`src/design/srs_defines.svh`:
```
// Constants for the receive-status flag block
`ifndef SRS_DEFINES_SVH
`define SRS_DEFINES_SVH

// Data path widths and buffer depth
`define SRS_DATA_W      8
`define SRS_FIFO_W      9
`define SRS_FIFO_DEPTH  8
`define SRS_ERR_POS     8

// Serial status register layout
`define SRS_STAT_W      8
`define SRS_FULL_POS    6
`define SRS_OVR_POS     5

// Reset values
`define SRS_FLAG_RST    1'h0
`define SRS_BYTE_RST    8'h00
`define SRS_STAT_RST    8'h00

`endif

```
`src/design/srs_pkg.sv`:
```
// Types shared by the receive-status flag block
`include "srs_defines.svh"

package srs_pkg;

    typedef logic [`SRS_DATA_W-1:0] srs_byte_t;
    typedef logic [`SRS_STAT_W-1:0] srs_stat_t;
    typedef logic [`SRS_FIFO_W-1:0] srs_word_t;

    // Progress of the read-one-then-write-zero clearing sequence
    typedef enum logic [0:0] {
        SRS_IDLE  = 1'h0,
        SRS_ARMED = 1'h1
    } srs_clr_e;

endpackage

```
`src/design/srs_fifo.sv`:
```
// Receive frame FIFO with valid/ready on both sides
`timescale 1ns/1ps
`default_nettype none

module srs_fifo #(
    parameter int W = 9,
    parameter int D = 8
) (
    input  wire logic         sys_clk,
    input  wire logic         rstn,
    input  wire logic         ce,
    input  wire logic         in_valid,
    input  wire logic [W-1:0] in_data,
    output logic              in_ready,
    output logic              out_valid,
    output logic [W-1:0]      out_data,
    input  wire logic         out_ready
);

    localparam int AW = (D > 1) ? $clog2(D) : 1;
    localparam logic [AW:0] FULL_CNT = (AW+1)'(D);
    localparam logic [AW-1:0] LAST_PTR = AW'(D - 1);

    logic [W-1:0]  mem [D];
    logic [AW-1:0] wr_ptr_ff;
    logic [AW-1:0] rd_ptr_ff;
    logic [AW:0]   count_ff;
    logic [AW:0]   nxt_count;
    logic          in_ready_ff;
    logic          push;
    logic          pop;

    assign push      = in_valid && in_ready_ff;
    assign pop       = out_valid && out_ready;
    assign out_valid = (count_ff != '0);
    assign out_data  = mem[rd_ptr_ff];
    assign in_ready  = in_ready_ff;

    always_comb begin
        nxt_count = count_ff;
        if (push && !pop) begin
            nxt_count = count_ff + (AW+1)'(1);
        end else if (pop && !push) begin
            nxt_count = count_ff - (AW+1)'(1);
        end
    end

    // ==========================================================
    // Storage and pointers
    always_ff @(posedge sys_clk) begin
        if (ce && push) begin
            mem[wr_ptr_ff] <= in_data;
        end
    end

    always_ff @(posedge sys_clk) begin
        if (!rstn) begin
            wr_ptr_ff   <= '0;
            rd_ptr_ff   <= '0;
            count_ff    <= '0;
            in_ready_ff <= 1'h0;
        end else if (ce) begin
            if (push) begin
                wr_ptr_ff <= (wr_ptr_ff == LAST_PTR) ? '0 : wr_ptr_ff + AW'(1);
            end
            if (pop) begin
                rd_ptr_ff <= (rd_ptr_ff == LAST_PTR) ? '0 : rd_ptr_ff + AW'(1);
            end
            count_ff    <= nxt_count;
            in_ready_ff <= (nxt_count != FULL_CNT);
        end
    end

endmodule

`default_nettype wire

```
`src/design/srs_rx_status.sv`:
```
// Receive-status flags: receive-full and overrun, with buffer register
`timescale 1ns/1ps
`default_nettype none
`include "srs_defines.svh"

module srs_rx_status (
    input  wire logic              sys_clk,
    input  wire logic              rstn,
    input  wire logic              ce,
    input  wire logic              rx_valid,
    input  wire srs_pkg::srs_byte_t rx_byte,
    input  wire logic              rx_err,
    output logic                   rx_ready,
    input  wire logic              receiver_on_bit,
    input  wire logic              rx_int_en,
    input  wire logic              status_rd,
    input  wire logic              status_wr,
    input  wire srs_pkg::srs_stat_t status_wdata,
    output srs_pkg::srs_stat_t     status_rdata,
    input  wire logic              tc_read,
    output srs_pkg::srs_byte_t     receive_buffer_reg,
    output logic                   receive_full_flag,
    output logic                   overrun_flag,
    output logic                   receive_full_request
);

    // ==========================================================
    // Declarations
    srs_pkg::srs_word_t fifo_in;
    srs_pkg::srs_word_t fifo_out;
    logic               fifo_valid;
    logic               fifo_ready;
    logic               fifo_in_ready;
    logic               completion;
    logic               frame_ok;
    logic               set_full;
    logic               set_ovr;
    logic               clr_full_sw;
    logic               clr_full_tc;
    logic               clr_ovr_sw;
    logic               nxt_full;
    logic               nxt_ovr;
    logic               receive_full_ff;
    logic               overrun_ff;
    logic               request_ff;
    srs_pkg::srs_byte_t buffer_ff;
    srs_pkg::srs_stat_t rdata_ff;
    srs_pkg::srs_clr_e  full_clr_ff;
    srs_pkg::srs_clr_e  nxt_full_clr;
    srs_pkg::srs_clr_e  ovr_clr_ff;
    srs_pkg::srs_clr_e  nxt_ovr_clr;

    // ==========================================================
    // Frame buffer between shift register and buffer register
    assign fifo_in = {rx_err, rx_byte};

    // Drain stalls while the receiver is off or an overrun is pending
    assign fifo_ready = ce && receiver_on_bit && !overrun_ff;

    srs_fifo #(
        .W (`SRS_FIFO_W),
        .D (`SRS_FIFO_DEPTH)
    ) u_fifo (
        .sys_clk   (sys_clk),
        .rstn      (rstn),
        .ce        (ce),
        .in_valid  (rx_valid),
        .in_data   (fifo_in),
        .in_ready  (fifo_in_ready),
        .out_valid (fifo_valid),
        .out_data  (fifo_out),
        .out_ready (fifo_ready)
    );

    assign rx_ready = fifo_in_ready;

    // ==========================================================
    // Flag events
    assign completion = fifo_valid && fifo_ready;
    assign frame_ok   = !fifo_out[`SRS_ERR_POS];

    assign set_full = completion && frame_ok && !receive_full_ff;

    assign set_ovr = completion && receive_full_ff;

    assign clr_full_sw = status_wr && !status_wdata[`SRS_FULL_POS]
                         && (full_clr_ff == srs_pkg::SRS_ARMED);

    assign clr_full_tc = tc_read && request_ff;

    assign clr_ovr_sw = status_wr && !status_wdata[`SRS_OVR_POS]
                        && (ovr_clr_ff == srs_pkg::SRS_ARMED);

    always_comb begin
        nxt_full = receive_full_ff;
        if (receiver_on_bit) begin
            if (set_full) begin
                nxt_full = 1'h1;
            end else if (clr_full_sw || clr_full_tc) begin
                nxt_full = 1'h0;
            end
        end
    end

    always_comb begin
        nxt_ovr = overrun_ff;
        if (set_ovr) begin
            nxt_ovr = 1'h1;
        end else if (clr_ovr_sw) begin
            nxt_ovr = 1'h0;
        end
    end

    // ==========================================================
    // Clearing sequence trackers
    always_comb begin
        nxt_full_clr = full_clr_ff;
        case (full_clr_ff)
            srs_pkg::SRS_IDLE: begin
                if (status_rd && receive_full_ff) begin
                    nxt_full_clr = srs_pkg::SRS_ARMED;
                end
            end
            srs_pkg::SRS_ARMED: begin
                if (status_rd && receive_full_ff) begin
                    nxt_full_clr = srs_pkg::SRS_ARMED;
                end else if (status_wr) begin
                    nxt_full_clr = srs_pkg::SRS_IDLE;
                end
            end
            default: begin
                nxt_full_clr = srs_pkg::SRS_IDLE;
            end
        endcase
    end

    always_comb begin
        nxt_ovr_clr = ovr_clr_ff;
        case (ovr_clr_ff)
            srs_pkg::SRS_IDLE: begin
                if (status_rd && overrun_ff) begin
                    nxt_ovr_clr = srs_pkg::SRS_ARMED;
                end
            end
            srs_pkg::SRS_ARMED: begin
                if (status_rd && overrun_ff) begin
                    nxt_ovr_clr = srs_pkg::SRS_ARMED;
                end else if (status_wr) begin
                    nxt_ovr_clr = srs_pkg::SRS_IDLE;
                end
            end
            default: begin
                nxt_ovr_clr = srs_pkg::SRS_IDLE;
            end
        endcase
    end

    always_ff @(posedge sys_clk) begin
        if (!rstn) begin
            full_clr_ff <= srs_pkg::SRS_IDLE;
            ovr_clr_ff  <= srs_pkg::SRS_IDLE;
        end else if (ce) begin
            full_clr_ff <= nxt_full_clr;
            ovr_clr_ff  <= nxt_ovr_clr;
        end
    end

    // ==========================================================
    // Flags and request
    // receive-full resets to zero
    always_ff @(posedge sys_clk) begin
        if (!rstn) begin
            receive_full_ff <= `SRS_FLAG_RST;
        end else if (ce) begin
            receive_full_ff <= nxt_full;
        end
    end

    always_ff @(posedge sys_clk) begin
        if (!rstn) begin
            overrun_ff <= `SRS_FLAG_RST;
        end else if (ce) begin
            overrun_ff <= nxt_ovr;
        end
    end

    always_ff @(posedge sys_clk) begin
        if (!rstn) begin
            request_ff <= `SRS_FLAG_RST;
        end else if (ce) begin
            request_ff <= nxt_full && rx_int_en;
        end
    end

    // ==========================================================
    // Buffer register and status read-back
    always_ff @(posedge sys_clk) begin
        if (!rstn) begin
            buffer_ff <= `SRS_BYTE_RST;
        end else if (ce && receiver_on_bit && set_full) begin
            buffer_ff <= fifo_out[`SRS_DATA_W-1:0];
        end
    end

    always_ff @(posedge sys_clk) begin
        if (!rstn) begin
            rdata_ff <= `SRS_STAT_RST;
        end else if (ce && status_rd) begin
            rdata_ff                <= `SRS_STAT_RST;
            rdata_ff[`SRS_FULL_POS] <= receive_full_ff;
            rdata_ff[`SRS_OVR_POS]  <= overrun_ff;
        end
    end

    assign receive_buffer_reg   = buffer_ff;
    assign receive_full_flag    = receive_full_ff;
    assign overrun_flag         = overrun_ff;
    assign receive_full_request = request_ff;
    assign status_rdata         = rdata_ff;
endmodule

`default_nettype wire

```
`config.mk`:
```
export PLATFORM = sky130hd
export DESIGN_NAME = srs_rx_status
export DESIGN_NICKNAME = d
export VERILOG_FILES = /design/src/design/srs_pkg.sv /design/src/design/srs_fifo.sv /design/src/design/srs_rx_status.sv
export VERILOG_INCLUDE_DIRS = /design/src /design/src/design
export SDC_FILE = /design/constraint.sdc
export NUM_CORES = 1
export LEC_CHECK = 0
export BUFFER_PORTS_ARGS = -buffer_cell sky130_fd_sc_hd__buf_2
export CORE_MARGIN = 8
export CORE_UTILIZATION = 25
export DETAILED_ROUTE_END_ITERATION = 7
export PLACE_DENSITY = 0.52
export REMOVE_ABC_BUFFERS = 1
export SETUP_SLACK_MARGIN = 0.05
export SYNTH_ARGS = -nofsm -noshare
export SYNTH_HDL_FRONTEND = slang
export SYNTH_SLANG_ARGS = --single-unit
```
`constraint.sdc`:
```
create_clock -name sys_clk -period 6.56 [get_ports sys_clk]
set_clock_uncertainty 0.05 [all_clocks]
set_input_delay 1.312 -clock sys_clk [delete_from_list [all_inputs] [get_ports sys_clk]]
set_output_delay 1.312 -clock sys_clk [all_outputs]
set_load 0.1 [all_outputs]
```
Word level (Yosys, flattened, before mapping):

Memory sizes are Yosys's and may differ from the RTL's. A register that Yosys moved wholly into a read port is not among the register bits.
Index checks and enable logic that the tools add are counted.

* memories: 1
* logic and storage cells: 74
* input bits: 26
* output and inout port bits: 20
* bits in writable memories: 72
* register bits after elaboration: 26

Memory list
* u_fifo.mem: words 8, width 9, read ports 1, clocked after memory_dff 1, write ports 1, RTL line srs_fifo.sv:24 `logic [W-1:0] mem [D];`

* reduce and logical (&&, ||, !) cells: 33
* bitwise gates (word level): 2
* muxes and demuxes: 20
* equality and inequality tests: 3
* $add $sub $neg: 4

Operators by type and width (count)
* $logic_and 1x1->1: 20
* $mux 1: 12
* $mux 3: 4
* $mux 4: 2
* $logic_not 1->1: 7
* $add 3x1->3 const B: 2
* $eq 3x3->1 const B: 2
* $reduce_and 2->1: 3
* $add 4x1->4 const B: 1
* $ne 4x4->1 const B: 1
* $pmux 1 s2: 2
* $reduce_bool 4->1: 1
* $sub 4x1->4 const B: 1
* $not 1->1: 2
* $reduce_bool 2->1: 1
* $logic_or 1x1->1: 1

Depth between registers and ports, before layout:

* word-level depth: 8
* gate-level depth with buffers: 8
* mapped depth without buffers: 7

Modules after synthesis:

From an unflattened synthesis, not the netlist that was laid out.

* cells, all modules: 287
* area total of the unflattened synthesis: 4272.8 sq um

Modules (own cells, without submodules)
* srs_fifo: area each 3579.7 sq um, cells each 203, times used 1
* srs_rx_status: area each 693.2 sq um, cells each 84, times used 1

Worst setup path before layout:

Ideal clock, no wire load.

* path kind: input to register
* start: input port rx_valid
* end: memory u_fifo.mem[0][0], enable pin
* setup slack: 3.350 ns
* required time: 6.111 ns
* setup time: 0.399 ns
* data arrival time: 2.761 ns
* stages: 4
* cells stage by stage: and2_0 -> clkbuf_1 -> nand2_1 -> nor4_1

* cells in the longest elaborated chain, start to end: 4

RTL lines
* from (decl): RTL line srs_rx_status.sv:10 `input wire logic rx_valid,`
* $logic_and 1x1->1: RTL line srs_fifo.sv:33 `assign push = in_valid && in_ready_ff;`
* $logic_and 1x1->1: RTL line srs_fifo.sv:51 `if (ce && push) begin`
* $mux 1: RTL line srs_fifo.sv:51
* $mux 1 (not written as such): RTL line srs_fifo.sv:52 `mem[wr_ptr_ff] <= in_data;`
* to (decl): RTL line srs_fifo.sv:24

No other way between the ends.

Worst setup path after layout:

* start: input port rx_valid
* end: memory u_fifo.mem[2][0], enable pin

The elaborated chain is that of the path after synthesis.

==> metrics.md <==
| Metric | Value |
|---|---|
| Clock sink count | 101 |
| Max-slew violation count | 0 |
| DR vias | 2252 |
| Total Routing Usage GR | 8.08% |
| Setup WS post-layout | 3.52 ns |
| Post-Route WL | 8260 um |
| Worst hold path class | reg2reg |
| Worst Setup Start Kind | input port |
| Share of cells above drive strength 1 | 27.6% |
| Post-Synth Simple-Gate Area | 9.03% |
| Nets | 331 |
| Mapped Cells | 266 |
| Pwr Density | 271 nW/um^2 |
| RSZ-0062 raised after global routing | false |
| Hold Vio Cnt, Final | 0 |
| Post-Syn Area | 4170 sq um |
| Dominant cell type by area after synthesis | edfxtp_1 |
| Worst reg-to-reg path cell count | 5 |
| Main combinational cell family by area after synthesis | multiplexers |
| Area delta synth->final | 16.5% |
| CP Class | in2reg |
| # placed instances | 508 |
| Ys async rst share | 0% |
| Number of flip-flops under the largest register name | 72 |
| Compound-gate portion of the synthesized area | 4.53% |
| Horiz. Die Dim | 145 um |
| Grt total ovfl | 0 |
| Leakage Power | 0.00167 uW |
| Ys flop type | edfxtp_1 |
| CTS tree | done |
| CORE AREA | 16500 sq um |
| DRC errors left | 0 |
| Vias in the first global route | 2371 |
| Tcrit/Tclk final | 46.4% |
| CTS Hold Buffers Added | 0 |
| Status | complete, no violations |
| Initial drt markers | 132 |
| Max cap viols | 0 |
| Largest cells by area after synthesis | edfxtp_1 (52%), dfxtp_1 (14%), mux4_2 (8.1%) |
| Post-Synth Adder-Cell Area | 1.80% |
| Yosys cell types | 50 |
| Multiplexer share of the synthesized area | 14.9% |
| Post-synthesis xor/xnor area fraction | 0.420% |
| Synth Register Bits | 101 |
| H-tree depth | 3 |
| Clock slew at reported path FFs | 0.07 ns |
| VDD IR max | 0.175 mV |
| R2r setup slk | 3.97 ns |
| Slew @ Worst Pin | 1.08 ns |
| Initial antenna violation count | 0 |
| Global-route wire length before repair | 13000 um |
| Setup tns final | 0 ns |
| Synth warnings | 0 |
| Worst setup path endpoint | u_fifo.mem[2][0] |
| Total power | 1320 uW |
| EDFF count, synth | 72 |
| Worst EP required | 6.47 ns |
| Diode count | 0 |
| Port Buf Inserts | 33 |
| Element type at the critical path end | flip-flop |
| Largest net degree at the start of global routing | 28 |
| CP Launch Point | rx_valid |
| Die area | 21100 sq um |
| Clock Path Buffers | 2 |
| Avg Synthesized Cell Area | 15.7 sq um |
| WL/cell | 15.8 um |
| Fin crit period | 3.04 ns |
| Root Driver | clkbuf_16 |
| Clk_lat worst skew | 0.34 ns |
| # rows | 47 |
| Post-CTS resize count | 0 |
| Routability-driven placement congestion ratio | 0.687 |
| RR Endpoint | receive_buffer_reg[7] |
| Post-DP HPWL | 5330 um |
| Final setup viols | 0 |
| Post-CTS setup buffer count | 0 |
| Die Y | 145 um |
| Max_slew headroom | 27.9% |
| Max Freq | 329 MHz |
| Seq/Total Area, Yosys | 65.8% |
| CTS Buf Count | 9 |
| Yosys top cell area share | 51.9% |
| Initial Util | 25.3% |
| WP data arrival | 2.95 ns |
| IO Pins | 46 |
| Max FO, Critical Path | 9 |
| ANT nets after route | 0 |
| Final Non-Filler Cells | 524 |
| Dpl ws | 3.13 ns |
| Vias per std cell | 4.30 |
| Pre-antenna DRT Iters | 4 |
## placed cells by master (no fill, tap or decap), drive strengths merged, types with 2 or more instances in the layout
cell / count
inv: 10
mux4: 17
nand3b: 2
ha: 6
nor3: 7
nand2b: 2
nor2: 6
edfxtp: 72
a21oi: 8
a22oi: 2
dfxtp: 29
buf: 34
conb: 6
clkbuf: 10
mux2i: 12
and3: 2
o21ai: 4
nand3: 5
and2: 3
nor3b: 2
nor4: 2
nand2: 13
mux2: 10
nor2b: 16
a21boi: 7
## stage by stage
step           utilization (%)  cell area [sq um]  hold slack, ns
3_3_place_gp              27.6               4550           0.432
3_5_place_dp              27.6               4550           0.454
5_1_grt                   29.5               4860           0.485
4_1_cts                   29.5               4860           0.462
6_report                  29.5               4860           0.456
2_1_floorplan                -               4070           0.417
## metal layers
metal	routed length, um	vias up	track usage (%)
met3	417	11	2.95
li1	-	1068	-
met1	3730	1123	9.36
met2	3970	50	13.3
met5	0	-	0
met4	141	0	3.28
## worst min path at each step
stage | slack (ns) | endpoint | startpoint | cells past startpoint
5_1_grt | 0.48 | receive_buffer_reg[6] | receive_buffer_reg[6] | 2
4_1_cts | 0.46 | u_fifo.rd_ptr_ff[2] | u_fifo.rd_ptr_ff[2] | 2
6_report | 0.46 | flip-flop | u_fifo.rd_ptr_ff[2] | 2
3_5_place_dp | 0.45 | status_rdata[5] | status_rdata[5] | 2
2_1_floorplan | 0.42 | flip-flop | u_fifo.rd_ptr_ff[1] | 2
3_3_place_gp | 0.43 | u_fifo.rd_ptr_ff[2] | u_fifo.rd_ptr_ff[2] | 2
## synthesized netlist by cell type (all sizes together) (2+ instances only)
library cell,n
o21ai,4
and2,3
mux2,10
ha,6
buf,11
nor2b,16
dfxtp,29
nor2,6
inv,6
nand3,5
and3,2
a22oi,2
nor3b,2
a21boi,7
nand2,13
clkbuf,6
nand2b,2
mux4,17
mux2i,12
edfxtp,72
nor4,2
nand3b,2
nor3,7
a21oi,8
## kinds of logic after synthesis
| family | count (synthesis) |
|---|---|
| flip-flops | 101 |
| AND/OR/NAND/NOR | 66 |
| multiplexers | 39 |
| AO/OA/AOI/OAI | 28 |
| buffers and inverters | 23 |
| adder cells (fa/ha/maj) | 6 |
| XOR/XNOR | 2 |
| other | 1 |
## worst max-delay path, stage by stage
cell and delay, ns:
buf_2 0.09, and2_0 0.35, nand2_1 0.33, nor3_2 0.85
## where the power goes
| part | leakage (uW) | internal (uW) | total [uW] | switching (uW) |
|---|---|---|---|---|
| logic | 0.000639 | 25.8 | 82.0 | 56.2 |
| registers | 0.000882 | 687 | 691 | 4.49 |
| clock network | 0.000150 | 303 | 542 | 239 |
## final cells by class
cell class                 count  area (sq um)
clock buffer                  10           229
multi-input combinational    147          1340
inverter                       6          22.5
fill                        1674         11600
clock inverter                 6          76.3
timing repair buffer          34           173
tap                          220           275
sequential                   101          2740
No activity file was read; power rests on OpenSTA's default activity.
